[src/verilog/ssi_pkg.sv]
// Constants and carrier types of the supervision status and interrupt block.
// Function
// - Eight-bit status word, two bits per channel.
// - Bit A is debounced detector input one.
// - Bit B is input two or ground-key bit.
// - Status readable anytime, all channels at once.
// - GCI mode copies status into signaling octet.
// - Interrupt on unmasked change or armed transmit change.
// - Captured unmasked bits and interrupt hold until cleared.
// - Clearing read, mask write or reset clears.
// - Interrupt output totem-pole or open-drain, selectable.
// - Mask register blocks each status bit individually.
// - Activate command sets selected channels active.
// - Deactivate, soft reset, hard reset mean standby.
// - Chopper rate selectable, output only when enabled.
// - Full reset: pin, command, long chip select.
// - Reset selects A-law, ROM coefficients, zero gains.
// - Reset makes I/O inputs, clears tests, standby.
// - Reset sets slots 0-3, falling transmit edge.
// - Reset selects port A, fastest clock, channels enabled.
// - Reset clears pending, masks all, open drain, 8ms.
// - Reset: chopper low off, mux off, no signaling.
// - Loop filter restarts on change, waits programmed milliseconds.
// - Ground-key counter saturates 0..6, bypass when zero.
package ssi_pkg;
   localparam int CLK_HZ = 100000000;
   localparam int CLK_PERIOD_NS = 10;
   localparam int NCH = 4;
   localparam int FRAMES_PER_MS = 8;
   localparam int MUX_WIDTH_NS = 31250;
   localparam int MUX_PERIOD_NS = 203125;
   localparam int MUX_GUARD_NS = 15625;
   localparam int MUX_WIDTH_CYC = MUX_WIDTH_NS / CLK_PERIOD_NS;
   localparam int MUX_PERIOD_CYC = MUX_PERIOD_NS / CLK_PERIOD_NS;
   localparam int MUX_GUARD_CYC = MUX_GUARD_NS / CLK_PERIOD_NS;
   localparam int CHOP_LO_HZ = 256000;
   localparam int CHOP_HI_DAHZ = 29257;
   localparam int CHOP_LO_HALF = CLK_HZ / CHOP_LO_HZ / 2;
   localparam int CHOP_HI_HALF = CLK_HZ / 10 / CHOP_HI_DAHZ / 2;
   localparam logic [4:0] CS_RESET_EDGES = 5'h10;
   localparam logic [7:0] OFF_STATUS = 8'h00;
   localparam logic [7:0] OFF_STATUS_CLR = 8'h01;
   localparam logic [7:0] OFF_MASK = 8'h02;
   localparam logic [7:0] OFF_CONFIG = 8'h03;
   localparam logic [7:0] OFF_DEBOUNCE = 8'h04;
   localparam logic [7:0] OFF_GK_LO = 8'h05;
   localparam logic [7:0] OFF_GK_HI = 8'h06;
   localparam logic [7:0] OFF_CHAN_EN = 8'h07;
   localparam logic [7:0] OFF_COMMAND = 8'h08;
   localparam logic [7:0] OFF_ARM_TX = 8'h09;
   localparam logic [7:0] OFF_CHAN_STATE = 8'h0A;
   localparam logic [7:0] OFF_AUX_BASE = 8'h10;
   localparam int AUX_N = 16;
   localparam int CFG_IRQ_OD_BIT = 0;
   localparam int CFG_CHOP_SEL_BIT = 1;
   localparam int CFG_CHOP_EN_BIT = 2;
   localparam int CFG_MUX_EN_BIT = 3;
   localparam int CFG_MUX_POL_BIT = 4;
   localparam int CFG_SIG_EN_BIT = 5;
   localparam logic [7:0] CFG_RESET = 8'h01;
   localparam logic [7:0] MASK_RESET = 8'hFF;
   localparam logic [3:0] DEBOUNCE_RESET = 4'h8;
   localparam logic [7:0] GK_RESET = 8'h00;
   localparam logic [3:0] CHAN_EN_RESET = 4'hF;
   localparam logic [7:0] CMD_DEACTIVATE = 8'h00;
   localparam logic [7:0] CMD_SOFT_RESET = 8'h02;
   localparam logic [7:0] CMD_FULL_RESET = 8'h04;
   localparam logic [7:0] CMD_ACTIVATE = 8'h0E;
   // Entry 0 is the lowest byte: coding, scaler, gains, I/O, tests, slots, ports, clock.
   localparam logic [AUX_N*8-1:0] AUX_RESET =
      128'h0F_00_00_03_02_01_00_03_02_01_00_00_00_00_00_00;
   typedef struct packed {
      logic wr;
      logic rd;
      logic [7:0] addr;
      logic [7:0] wdata;
   } ssi_bus_req_t;
endpackage

[src/verilog/ssi_supervision_status_interrupt.sv]
// Supervision status word, interrupt, channel state, chopper and reset logic.
`timescale 1ns/10ps
module ssi_supervision_status_interrupt
#(
   parameter int MUX_PERIOD_CYC = ssi_pkg::MUX_PERIOD_CYC
)
(
   // Clock and reset
   input wire logic clk,
   input wire logic rst_n,
   // Register port
   input ssi_pkg::ssi_bus_req_t busReq,
   output logic [7:0] rdData,
   // Detector, frame and serial control pins
   input wire logic [3:0] slicDetectIn1,
   input wire logic [3:0] slicDetectIn2,
   input wire logic frameSyncIn,
   input wire logic chipSelN,
   input wire logic serialCmdClock,
   // Transmit path and mode
   input wire logic [3:0] txPcmChange,
   input wire logic gciMode,
   // Interrupt pin
   output logic irqNOut,
   output logic irqNOe,
   // Chopper and detector multiplex pins
   output logic chopperOut,
   output logic chopperOe,
   output logic detectorMuxPulse,
   output logic detectorMuxOe,
   // Status towards the rest of the device
   output logic [7:0] signalingControlOctet,
   output logic [3:0] channelActiveState,
   output logic [3:0] channelEnable,
   output logic pcmSignalingEn,
   output logic [ssi_pkg::AUX_N*8-1:0] auxCfg,
   output logic fullResetPulse
);

   // -------------------------------------------------------------
   // Pin synchronisers
   // -------------------------------------------------------------
   localparam int SW = 11;
   logic [SW-1:0] pinS1_r, pinS2_r, pinS3_r, pinF_r;
   logic fsPrev_r, sclkPrev_r;
   wire [SW-1:0] pinRaw = {serialCmdClock, chipSelN, frameSyncIn, slicDetectIn2, slicDetectIn1};
   wire [SW-1:0] pinAgree = ~(pinS2_r ^ pinS3_r);
   wire [SW-1:0] pinF_nxt = (pinS2_r & pinAgree) | (pinF_r & ~pinAgree);
   wire [3:0] syncCd1 = pinF_r[3:0];
   wire [3:0] syncCd2 = pinF_r[7:4];
   wire fsTick = pinF_r[8] & ~fsPrev_r;
   wire csLow = ~pinF_r[9];
   wire sclkRise = pinF_r[10] & ~sclkPrev_r;

   always_ff @(posedge clk)
   begin
      if (!rst_n)
      begin
         pinS1_r <= {2'b11, 9'h000};
         pinS2_r <= {2'b11, 9'h000};
         pinS3_r <= {2'b11, 9'h000};
         pinF_r <= {2'b11, 9'h000};
         fsPrev_r <= 1'b0;
         sclkPrev_r <= 1'b1;
      end
      else
      begin
         pinS1_r <= pinRaw;
         pinS2_r <= pinS1_r;
         pinS3_r <= pinS2_r;
         pinF_r <= pinF_nxt;
         fsPrev_r <= pinF_r[8];
         sclkPrev_r <= pinF_r[10];
      end
   end

   // -------------------------------------------------------------
   // Reset sources
   // -------------------------------------------------------------
   logic [4:0] csCnt_r;
   logic fullRstReq_r;
   logic cmdFullReset;
   wire csRstReq = csLow && sclkRise && (csCnt_r == ssi_pkg::CS_RESET_EDGES - 5'h01);
   wire srst = !rst_n || fullRstReq_r;

   always_ff @(posedge clk)
   begin
      if (!rst_n || !csLow)
         csCnt_r <= 5'h00;
      else if (sclkRise && csCnt_r != ssi_pkg::CS_RESET_EDGES)
         csCnt_r <= csCnt_r + 5'h01;
   end

   always_ff @(posedge clk)
   begin
      if (!rst_n)
         fullRstReq_r <= 1'b0;
      else
         fullRstReq_r <= csRstReq || cmdFullReset;
   end
   assign fullResetPulse = fullRstReq_r;

   // -------------------------------------------------------------
   // Register file
   // -------------------------------------------------------------
   logic [7:0] mask_r, config_r, gkPeriod_lo_r, gkPeriod_hi_r, rdData_r;
   logic [3:0] loopDebounceTime_r, chanEn_r, armTransmitIrq_r, chanState_r;
   logic [7:0] capturedStatus_r, rdMux;
   logic [ssi_pkg::AUX_N*8-1:0] aux_r;
   wire [7:0] ad = busReq.addr;
   wire [7:0] wd = busReq.wdata;
   wire wrMask = busReq.wr && ad == ssi_pkg::OFF_MASK;
   wire wrConfig = busReq.wr && ad == ssi_pkg::OFF_CONFIG;
   wire wrDebounce = busReq.wr && ad == ssi_pkg::OFF_DEBOUNCE;
   wire wrGkLo = busReq.wr && ad == ssi_pkg::OFF_GK_LO;
   wire wrGkHi = busReq.wr && ad == ssi_pkg::OFF_GK_HI;
   wire wrChanEn = busReq.wr && ad == ssi_pkg::OFF_CHAN_EN;
   wire wrCmd = busReq.wr && ad == ssi_pkg::OFF_COMMAND;
   wire wrArmTx = busReq.wr && ad == ssi_pkg::OFF_ARM_TX;
   wire rdClr = busReq.rd && ad == ssi_pkg::OFF_STATUS_CLR;
   wire irqOutputTypeSel = config_r[ssi_pkg::CFG_IRQ_OD_BIT];
   wire chopperFreqSel = config_r[ssi_pkg::CFG_CHOP_SEL_BIT];
   wire chopperOutEn = config_r[ssi_pkg::CFG_CHOP_EN_BIT];
   wire muxEn = config_r[ssi_pkg::CFG_MUX_EN_BIT];
   wire muxPolLow = config_r[ssi_pkg::CFG_MUX_POL_BIT];
   wire [15:0] groundKeyPeriod = {gkPeriod_hi_r, gkPeriod_lo_r};
   assign cmdFullReset = wrCmd && wd == ssi_pkg::CMD_FULL_RESET;

   always_ff @(posedge clk)
   begin
      if (srst)
      begin
         mask_r <= ssi_pkg::MASK_RESET;
         config_r <= ssi_pkg::CFG_RESET;
         loopDebounceTime_r <= ssi_pkg::DEBOUNCE_RESET;
         gkPeriod_lo_r <= ssi_pkg::GK_RESET;
         gkPeriod_hi_r <= ssi_pkg::GK_RESET;
         chanEn_r <= ssi_pkg::CHAN_EN_RESET;
         armTransmitIrq_r <= 4'h0;
      end
      else
      begin
         if (wrMask) mask_r <= wd;
         if (wrConfig) config_r <= wd;
         if (wrDebounce) loopDebounceTime_r <= wd[3:0];
         if (wrGkLo) gkPeriod_lo_r <= wd;
         if (wrGkHi) gkPeriod_hi_r <= wd;
         if (wrChanEn) chanEn_r <= wd[3:0];
         if (wrArmTx) armTransmitIrq_r <= wd[3:0];
      end
   end

   // Coding, slots, ports and clock settings; the coefficient RAM lives elsewhere and is kept.
   for (genvar i = 0; i < ssi_pkg::AUX_N; i++)
   begin : g_aux
      wire wrAux = busReq.wr && ad == ssi_pkg::OFF_AUX_BASE + 8'(i);
      always_ff @(posedge clk)
      begin
         if (srst)
            aux_r[8*i +: 8] <= ssi_pkg::AUX_RESET[8*i +: 8];
         else if (wrAux)
            aux_r[8*i +: 8] <= wd;
      end
   end
   assign auxCfg = aux_r;

   // Channel state: only the activate command can bring a channel up.
   always_ff @(posedge clk)
   begin
      if (srst)
         chanState_r <= 4'h0;
      else if (wrCmd && wd == ssi_pkg::CMD_ACTIVATE)
         chanState_r <= chanState_r | chanEn_r;
      else if (wrCmd && (wd == ssi_pkg::CMD_DEACTIVATE || wd == ssi_pkg::CMD_SOFT_RESET))
         chanState_r <= chanState_r & ~chanEn_r;
   end

   always_comb
   begin
      if (ad == ssi_pkg::OFF_STATUS || ad == ssi_pkg::OFF_STATUS_CLR)
         rdMux = capturedStatus_r;
      else if (ad == ssi_pkg::OFF_MASK)
         rdMux = mask_r;
      else if (ad == ssi_pkg::OFF_CONFIG)
         rdMux = config_r;
      else if (ad == ssi_pkg::OFF_DEBOUNCE)
         rdMux = {4'h0, loopDebounceTime_r};
      else if (ad == ssi_pkg::OFF_GK_LO)
         rdMux = gkPeriod_lo_r;
      else if (ad == ssi_pkg::OFF_GK_HI)
         rdMux = gkPeriod_hi_r;
      else if (ad == ssi_pkg::OFF_CHAN_EN)
         rdMux = {4'h0, chanEn_r};
      else if (ad == ssi_pkg::OFF_ARM_TX)
         rdMux = {4'h0, armTransmitIrq_r};
      else if (ad == ssi_pkg::OFF_CHAN_STATE)
         rdMux = {4'h0, chanState_r};
      else if (ad >= ssi_pkg::OFF_AUX_BASE && ad < ssi_pkg::OFF_AUX_BASE + 8'(ssi_pkg::AUX_N))
         rdMux = aux_r[8*(ad[3:0]) +: 8];
      else
         rdMux = 8'h00;
   end

   always_ff @(posedge clk)
   begin
      if (srst)
         rdData_r <= 8'h00;
      else
         rdData_r <= busReq.rd ? rdMux : 8'h00;
   end
   assign rdData = rdData_r;
   assign channelActiveState = chanState_r;
   assign channelEnable = chanEn_r;
   assign pcmSignalingEn = config_r[ssi_pkg::CFG_SIG_EN_BIT];

   // -------------------------------------------------------------
   // Detector multiplex pulse and input latches
   // -------------------------------------------------------------
   logic [15:0] muxCnt_r;
   logic muxOut_r;
   logic [3:0] cd1Lat_r, multiplexedGroundKeyBit_r;
   wire muxPulse = muxEn && muxCnt_r < 16'(ssi_pkg::MUX_WIDTH_CYC);
   // The detector output settles late, so each latch waits a guard time after the switch.
   wire ldEnable = !muxEn ||
      (!muxPulse && muxCnt_r >= 16'(ssi_pkg::MUX_WIDTH_CYC + ssi_pkg::MUX_GUARD_CYC));
   wire gkEnable = muxPulse && muxCnt_r >= 16'(ssi_pkg::MUX_GUARD_CYC);

   always_ff @(posedge clk)
   begin
      if (srst || !muxEn || muxCnt_r == 16'(MUX_PERIOD_CYC - 1))
         muxCnt_r <= 16'h0000;
      else
         muxCnt_r <= muxCnt_r + 16'h0001;
   end

   always_ff @(posedge clk)
   begin
      if (srst)
      begin
         muxOut_r <= 1'b0;
         cd1Lat_r <= 4'h0;
         multiplexedGroundKeyBit_r <= 4'h0;
      end
      else
      begin
         muxOut_r <= muxPulse ^ muxPolLow;
         if (ldEnable) cd1Lat_r <= syncCd1;
         if (gkEnable) multiplexedGroundKeyBit_r <= syncCd1;
      end
   end
   assign detectorMuxPulse = muxOut_r;
   assign detectorMuxOe = muxEn;

   // -------------------------------------------------------------
   // Debounce filters
   // -------------------------------------------------------------
   logic [2:0] frameCnt_r;
   logic [7:0] liveStatus;
   // Without frame sync neither filter advances, except a ground-key filter whose period is zero.
   wire msTick = fsTick && frameCnt_r == 3'(ssi_pkg::FRAMES_PER_MS - 1);

   always_ff @(posedge clk)
   begin
      if (srst)
         frameCnt_r <= 3'h0;
      else if (fsTick)
         frameCnt_r <= frameCnt_r + 3'h1;
   end

   for (genvar ch = 0; ch < ssi_pkg::NCH; ch++)
   begin : g_ch
      logic [3:0] ldCnt_r, gkTmr_r;
      logic [2:0] gkCnt_r;
      logic ldLast_r, debouncedDetectA_r, debouncedDetectB_r;
      wire ldIn = cd1Lat_r[ch];
      wire gkIn = muxEn ? multiplexedGroundKeyBit_r[ch] : syncCd2[ch];
      wire [3:0] gkPer = groundKeyPeriod[4*ch +: 4];
      wire gkTick = msTick && gkTmr_r == gkPer - 4'h1;
      wire [2:0] gkCnt_nxt = gkIn ? ((gkCnt_r == 3'h6) ? 3'h6 : gkCnt_r + 3'h1)
                                  : ((gkCnt_r == 3'h0) ? 3'h0 : gkCnt_r - 3'h1);
      always_ff @(posedge clk)
      begin
         if (srst)
         begin
            ldCnt_r <= 4'h0;
            ldLast_r <= 1'b0;
            debouncedDetectA_r <= 1'b0;
         end
         else if (fsTick)
         begin
            ldLast_r <= ldIn;
            if (ldIn != ldLast_r)
               ldCnt_r <= 4'h0;
            else if (msTick && ldCnt_r != 4'hF)
               ldCnt_r <= ldCnt_r + 4'h1;
            if (ldIn == ldLast_r && ldCnt_r >= loopDebounceTime_r)
               debouncedDetectA_r <= ldIn;
         end
      end
      always_ff @(posedge clk)
      begin
         if (srst)
         begin
            gkTmr_r <= 4'h0;
            gkCnt_r <= 3'h0;
            debouncedDetectB_r <= 1'b0;
         end
         else if (gkPer == 4'h0)
         begin
            gkTmr_r <= 4'h0;
            debouncedDetectB_r <= gkIn;
         end
         else if (msTick)
         begin
            gkTmr_r <= gkTick ? 4'h0 : gkTmr_r + 4'h1;
            if (gkTick)
            begin
               gkCnt_r <= gkCnt_nxt;
               if (gkCnt_nxt == 3'h6) debouncedDetectB_r <= 1'b1;
               else if (gkCnt_nxt == 3'h0) debouncedDetectB_r <= 1'b0;
            end
         end
      end
      assign liveStatus[2*ch] = debouncedDetectA_r;
      assign liveStatus[2*ch+1] = debouncedDetectB_r;
   end

   // -------------------------------------------------------------
   // Interrupt capture
   // -------------------------------------------------------------
   logic irqPend_r;
   logic [7:0] scOctet_r;
   wire [7:0] unmaskedDiff = (liveStatus ^ capturedStatus_r) & ~mask_r;
   wire txEvent = |(txPcmChange & armTransmitIrq_r);
   wire setEvent = (|unmaskedDiff) || txEvent;
   wire clrEvent = rdClr || wrMask;
   // A clear reloads the held word, so a change that came while pending retriggers at once.
   wire [7:0] capturedStatus_nxt = (!irqPend_r || clrEvent) ? liveStatus
      : ((liveStatus & mask_r) | (capturedStatus_r & ~mask_r));
   wire [7:0] capUnmasked = capturedStatus_r & ~mask_r;

   always_ff @(posedge clk)
   begin
      if (srst)
      begin
         irqPend_r <= 1'b0;
         capturedStatus_r <= 8'h00;
      end
      else
      begin
         irqPend_r <= setEvent || (irqPend_r && !clrEvent);
         capturedStatus_r <= capturedStatus_nxt;
      end
   end

   always_ff @(posedge clk)
   begin
      if (srst)
         scOctet_r <= 8'h00;
      else
         scOctet_r <= gciMode ? capturedStatus_r : 8'h00;
   end
   assign signalingControlOctet = scOctet_r;
   assign irqNOut = irqOutputTypeSel ? 1'b0 : !irqPend_r;
   assign irqNOe = irqOutputTypeSel ? irqPend_r : 1'b1;

   // -------------------------------------------------------------
   // Chopper clock
   // -------------------------------------------------------------
   logic [8:0] chopCnt_r;
   logic chopOut_r;
   wire [8:0] chopHalf = chopperFreqSel ? 9'(ssi_pkg::CHOP_HI_HALF) : 9'(ssi_pkg::CHOP_LO_HALF);

   always_ff @(posedge clk)
   begin
      if (srst || !chopperOutEn)
      begin
         chopCnt_r <= 9'h000;
         chopOut_r <= 1'b0;
      end
      else if (chopCnt_r >= chopHalf - 9'h001)
      begin
         chopCnt_r <= 9'h000;
         chopOut_r <= !chopOut_r;
      end
      else
         chopCnt_r <= chopCnt_r + 9'h001;
   end
   assign chopperOut = chopOut_r;
   assign chopperOe = chopperOutEn;
endmodule

[config.mk]
export PLATFORM = sky130hd
export DESIGN_NAME = ssi_supervision_status_interrupt
export DESIGN_NICKNAME = d
export VERILOG_FILES = /design/src/verilog/ssi_pkg.sv /design/src/verilog/ssi_supervision_status_interrupt.sv
export SDC_FILE = /design/constraint.sdc
export NUM_CORES = 1
export LEC_CHECK = 0
export BUFFER_PORTS_ARGS = -buffer_cell sky130_fd_sc_hd__buf_2
export CAP_MARGIN = 15
export CORE_UTILIZATION = 40
export DETAILED_ROUTE_END_ITERATION = 10
export GPL_ROUTABILITY_DRIVEN = 0
export HOLD_SLACK_MARGIN = 0.06
export SLEW_MARGIN = 20
export SYNTH_ARGS = -nofsm -noshare
export SYNTH_HDL_FRONTEND = slang
export SYNTH_SLANG_ARGS = --single-unit
[constraint.sdc]
create_clock -name clk -period 3.3 [get_ports clk]
set_input_delay 0.165 -clock clk [delete_from_list [all_inputs] [get_ports clk]]
set_output_delay 0.165 -clock clk [all_outputs]
set_load 0.01 [all_outputs]
==> results.ini <==
[outcome]
run_status=completed

[synthesis]
synth.top_cell.area_share_pct=42.8
synth_common_cells=sky130_fd_sc_hd__dfxtp_1 (347), sky130_fd_sc_hd__nor2_1 (260), sky130_fd_sc_hd__mux2i_1 (180)
ys.warnings.count=0
ys_seq_area_share_pct=42.8
synthTopCellsByArea=sky130_fd_sc_hd__dfxtp_1 (43%), sky130_fd_sc_hd__mux2i_1 (11%), sky130_fd_sc_hd__nor2_1 (6.0%)
syn_area_per_cell_um2=9.26
yosysMostFrequentCell=sky130_fd_sc_hd__dfxtp_1
yosysUniqueCellTypes=62
synth-edff-count=0
synth_top_cell_by_area=sky130_fd_sc_hd__dfxtp_1
leading_register_cell_type_out_of_synthesis=sky130_fd_sc_hd__dfxtp_1
netlist_area_mm2=0.0162
synth.ff_latch_count=347
synth_nets=1852
synthArstFlopShare_pct=0
synthCells=1754

[timing]
grt_setup_unrepaired=no
tightestPinTransition_ns=0.876
final.setup_skew_ns=0.0354
timing_hold_violations_final=0
totalNegativeSetupSlack_ns=0
final_period_minus_worst_setup_slack_ns=2.70
period_share_pct=81.8
max-slew-margin-rel_pct=41.5
clock.fmax_mhz=370
pins_over_their_slew_limit=0
final_critical_path_setup_slack_ns=0.601
timing.final.setup_violations=0

[power]
p_leak_uw=0.00757
vdd_drop_max_v=0.000376
power.density_cell_area_mw_per_mm2=469

[global_routing]
gr-usage-all-layers_pct=22.0
via_count_of_the_first_global_routing_pass=12489
number_of_antenna_violations_at_the_first_check_in_global_routing=5
grt_overflow_total=0
largest_net_degree_at_the_start_of_global_routing=75
grt_pass1_wl_mm=71.6

[setup_path]
timing.critical_path.mode_cell=sky130_fd_sc_hd__a211o_1
cp.arrival_ns=3.14
path_class=reg2reg
worstSetupEndpointType=flop
cp_cell_sequence=inv_1 > ha_1 > nand2b_1 > a211o_1 > a211o_1 > a2111oi_2 > o211ai_1 > nor4_1
critPathSlowestCell=sky130_fd_sc_hd__a2111oi_2
worst_stage_delay_on_the_critical_path_ns=0.43
critical_path.max_fanout=9
startpoint_type=flop
crit_required_ns=3.74

[floorplan]
io_pins=196
dieArea_mm2=0.0414
initial_core_util_pct=40.7
chipHeight_um=203
floorplan.core_area_mm2=0.0399
die-width_um=203
floorplan.rows=73

[clock_tree]
cts-htree-levels=2
cts-buffers-inserted=40
tritoncts=built
postCtsSetupBuffers=0
clk_latency_ns=0.57
cts.sink_count=347
clockBufferDepth=3
clock_tree.root_cell=sky130_fd_sc_hd__clkbuf_16
hold_buffer_count_at_cts=15
clock_transition_at_path_regs_ns=0.06
post_cts_resized=0

[flow_run]
drv_cap=0

[placement]
port_buffers=195
dp_hpwl_mm=32.1
post-place-ws_ns=0.589

[routing]
detailedRoute.firstIterationViolations=934
drc_violation_count_after_routing=0
num_vias=13379
drt-pass1-iter-count=5
ant_nets=0
route.final.wire_length_mm=46.0
routedWlPerCell_um=18.5
routed_vias_inst=5.38

[hold_path]
min_path_type=in2reg

[finish]
area_delta_synth_final_pct=18.2
nets=2029
drive_above_1_share_pct=17.7

-- per-stage QoR --
step           cell area, µm²  hold slack (ns)  util (%)  std cells  power, µW
6_report                19200            0.150      48.1       2488       9000
5_1_grt                 19200            0.160      48.1       2488       9300
4_1_cts                 19200            0.110      48.0       2484       9100
3_5_place_dp            17700            0.360      44.4       2399       4640
3_3_place_gp            17700            0.350      44.4       2399       4640
2_1_floorplan           16200            0.266         -       1754       4520
-- kinds of logic after synthesis --
| group | Yosys count | synth area share, % |
|---|---|---|
| adder cells (fa/ha/maj) | 62 | 4.78 |
| flip-flops | 347 | 42.8 |
| AO/OA/AOI/OAI | 258 | 10.3 |
| buffers and inverters | 157 | 3.87 |
| XOR/XNOR | 72 | 3.88 |
| multiplexers | 219 | 16.3 |
| AND/OR/NAND/NOR | 639 | 18.1 |
-- state kept, by name, indices dropped and copies added, names as in the netlist, 9 cells and up, named ones only --
signal and cells:
pinS3_r 11, chopCnt_r 9, pinS2_r 11, g_ch.ldCnt_r 16
muxCnt_r 16, g_ch.gkTmr_r 16, auxCfg 128, g_ch.gkCnt_r 12
pinS1_r 11
-- final timing paths --
check / startpoint / to / slack (ns) / depth (start not counted)
worst min-delay path: busReq[0] / auxCfg[32] / 0.15 / 3
worst max register to register: chopCnt_r[0] / chopCnt_r[8] / 0.60 / 8
worst max-delay path: chopCnt_r[0] / chopCnt_r[8] / 0.60 / 8
worst min register to register: pinS1_r[9] / pinS2_r[9] / 0.41 / 1
-- metal layers --
layer	share of wire [%]	track usage (%)
met5	0	0
met4	3.1	8.97
met3	5.6	3.39
met2	44	33.6
met1	47	31.0
-- cells in the final DEF (no fill, tap or decap), types with 31 or more instances in the layout --
cell type / Yosys / routed
sky130_fd_sc_hd__a21oi_1: 88 / 88
sky130_fd_sc_hd__and2_1: 31 / 31
sky130_fd_sc_hd__buf_2: 16 / 194
sky130_fd_sc_hd__clkbuf_16: 0 / 41
sky130_fd_sc_hd__dfxtp_1: 347 / 347
sky130_fd_sc_hd__ha_1: 62 / 62
sky130_fd_sc_hd__inv_1: 52 / 52
sky130_fd_sc_hd__mux2i_1: 180 / 180
sky130_fd_sc_hd__mux4_2: 36 / 36
sky130_fd_sc_hd__nand2_1: 134 / 134
sky130_fd_sc_hd__nand3_1: 67 / 67
sky130_fd_sc_hd__nor2_1: 260 / 260
sky130_fd_sc_hd__o21ai_0: 46 / 46
sky130_fd_sc_hd__xnor2_1: 34 / 34
sky130_fd_sc_hd__xor2_1: 38 / 38
-- critical path, delay by kind of cell (launching register included) --
| family | cells | cell delay [ns] |
|---|---|---|
| fa+ha+maj | 1 | 0.28 |
| compound gates | 4 | 1.35 |
| buf+inv | 1 | 0.06 |
| simple gates | 2 | 0.50 |
| flops | 1 | 0.39 |
-- power by group --
| part | internal, µW | total (µW) | switching [µW] |
|---|---|---|---|
| Sequential | 4210 | 4220 | 9.85 |
| Combinational | 114 | 348 | 234 |
| Clock | 2640 | 4430 | 1790 |
-- area by class of cell --
type | count | area, µm²
Antenna cell | 4 | 10.0
Clock buffer | 52 | 1130
Clock inverter | 18 | 184
Fill cell | 3710 | 20700
Inverter | 53 | 199
Multi-Input combinational cell | 1250 | 8680
Sequential cell | 347 | 6950
Tap cell | 525 | 657
Timing Repair Buffer | 239 | 1380
(Power assumes the default switching activity.)
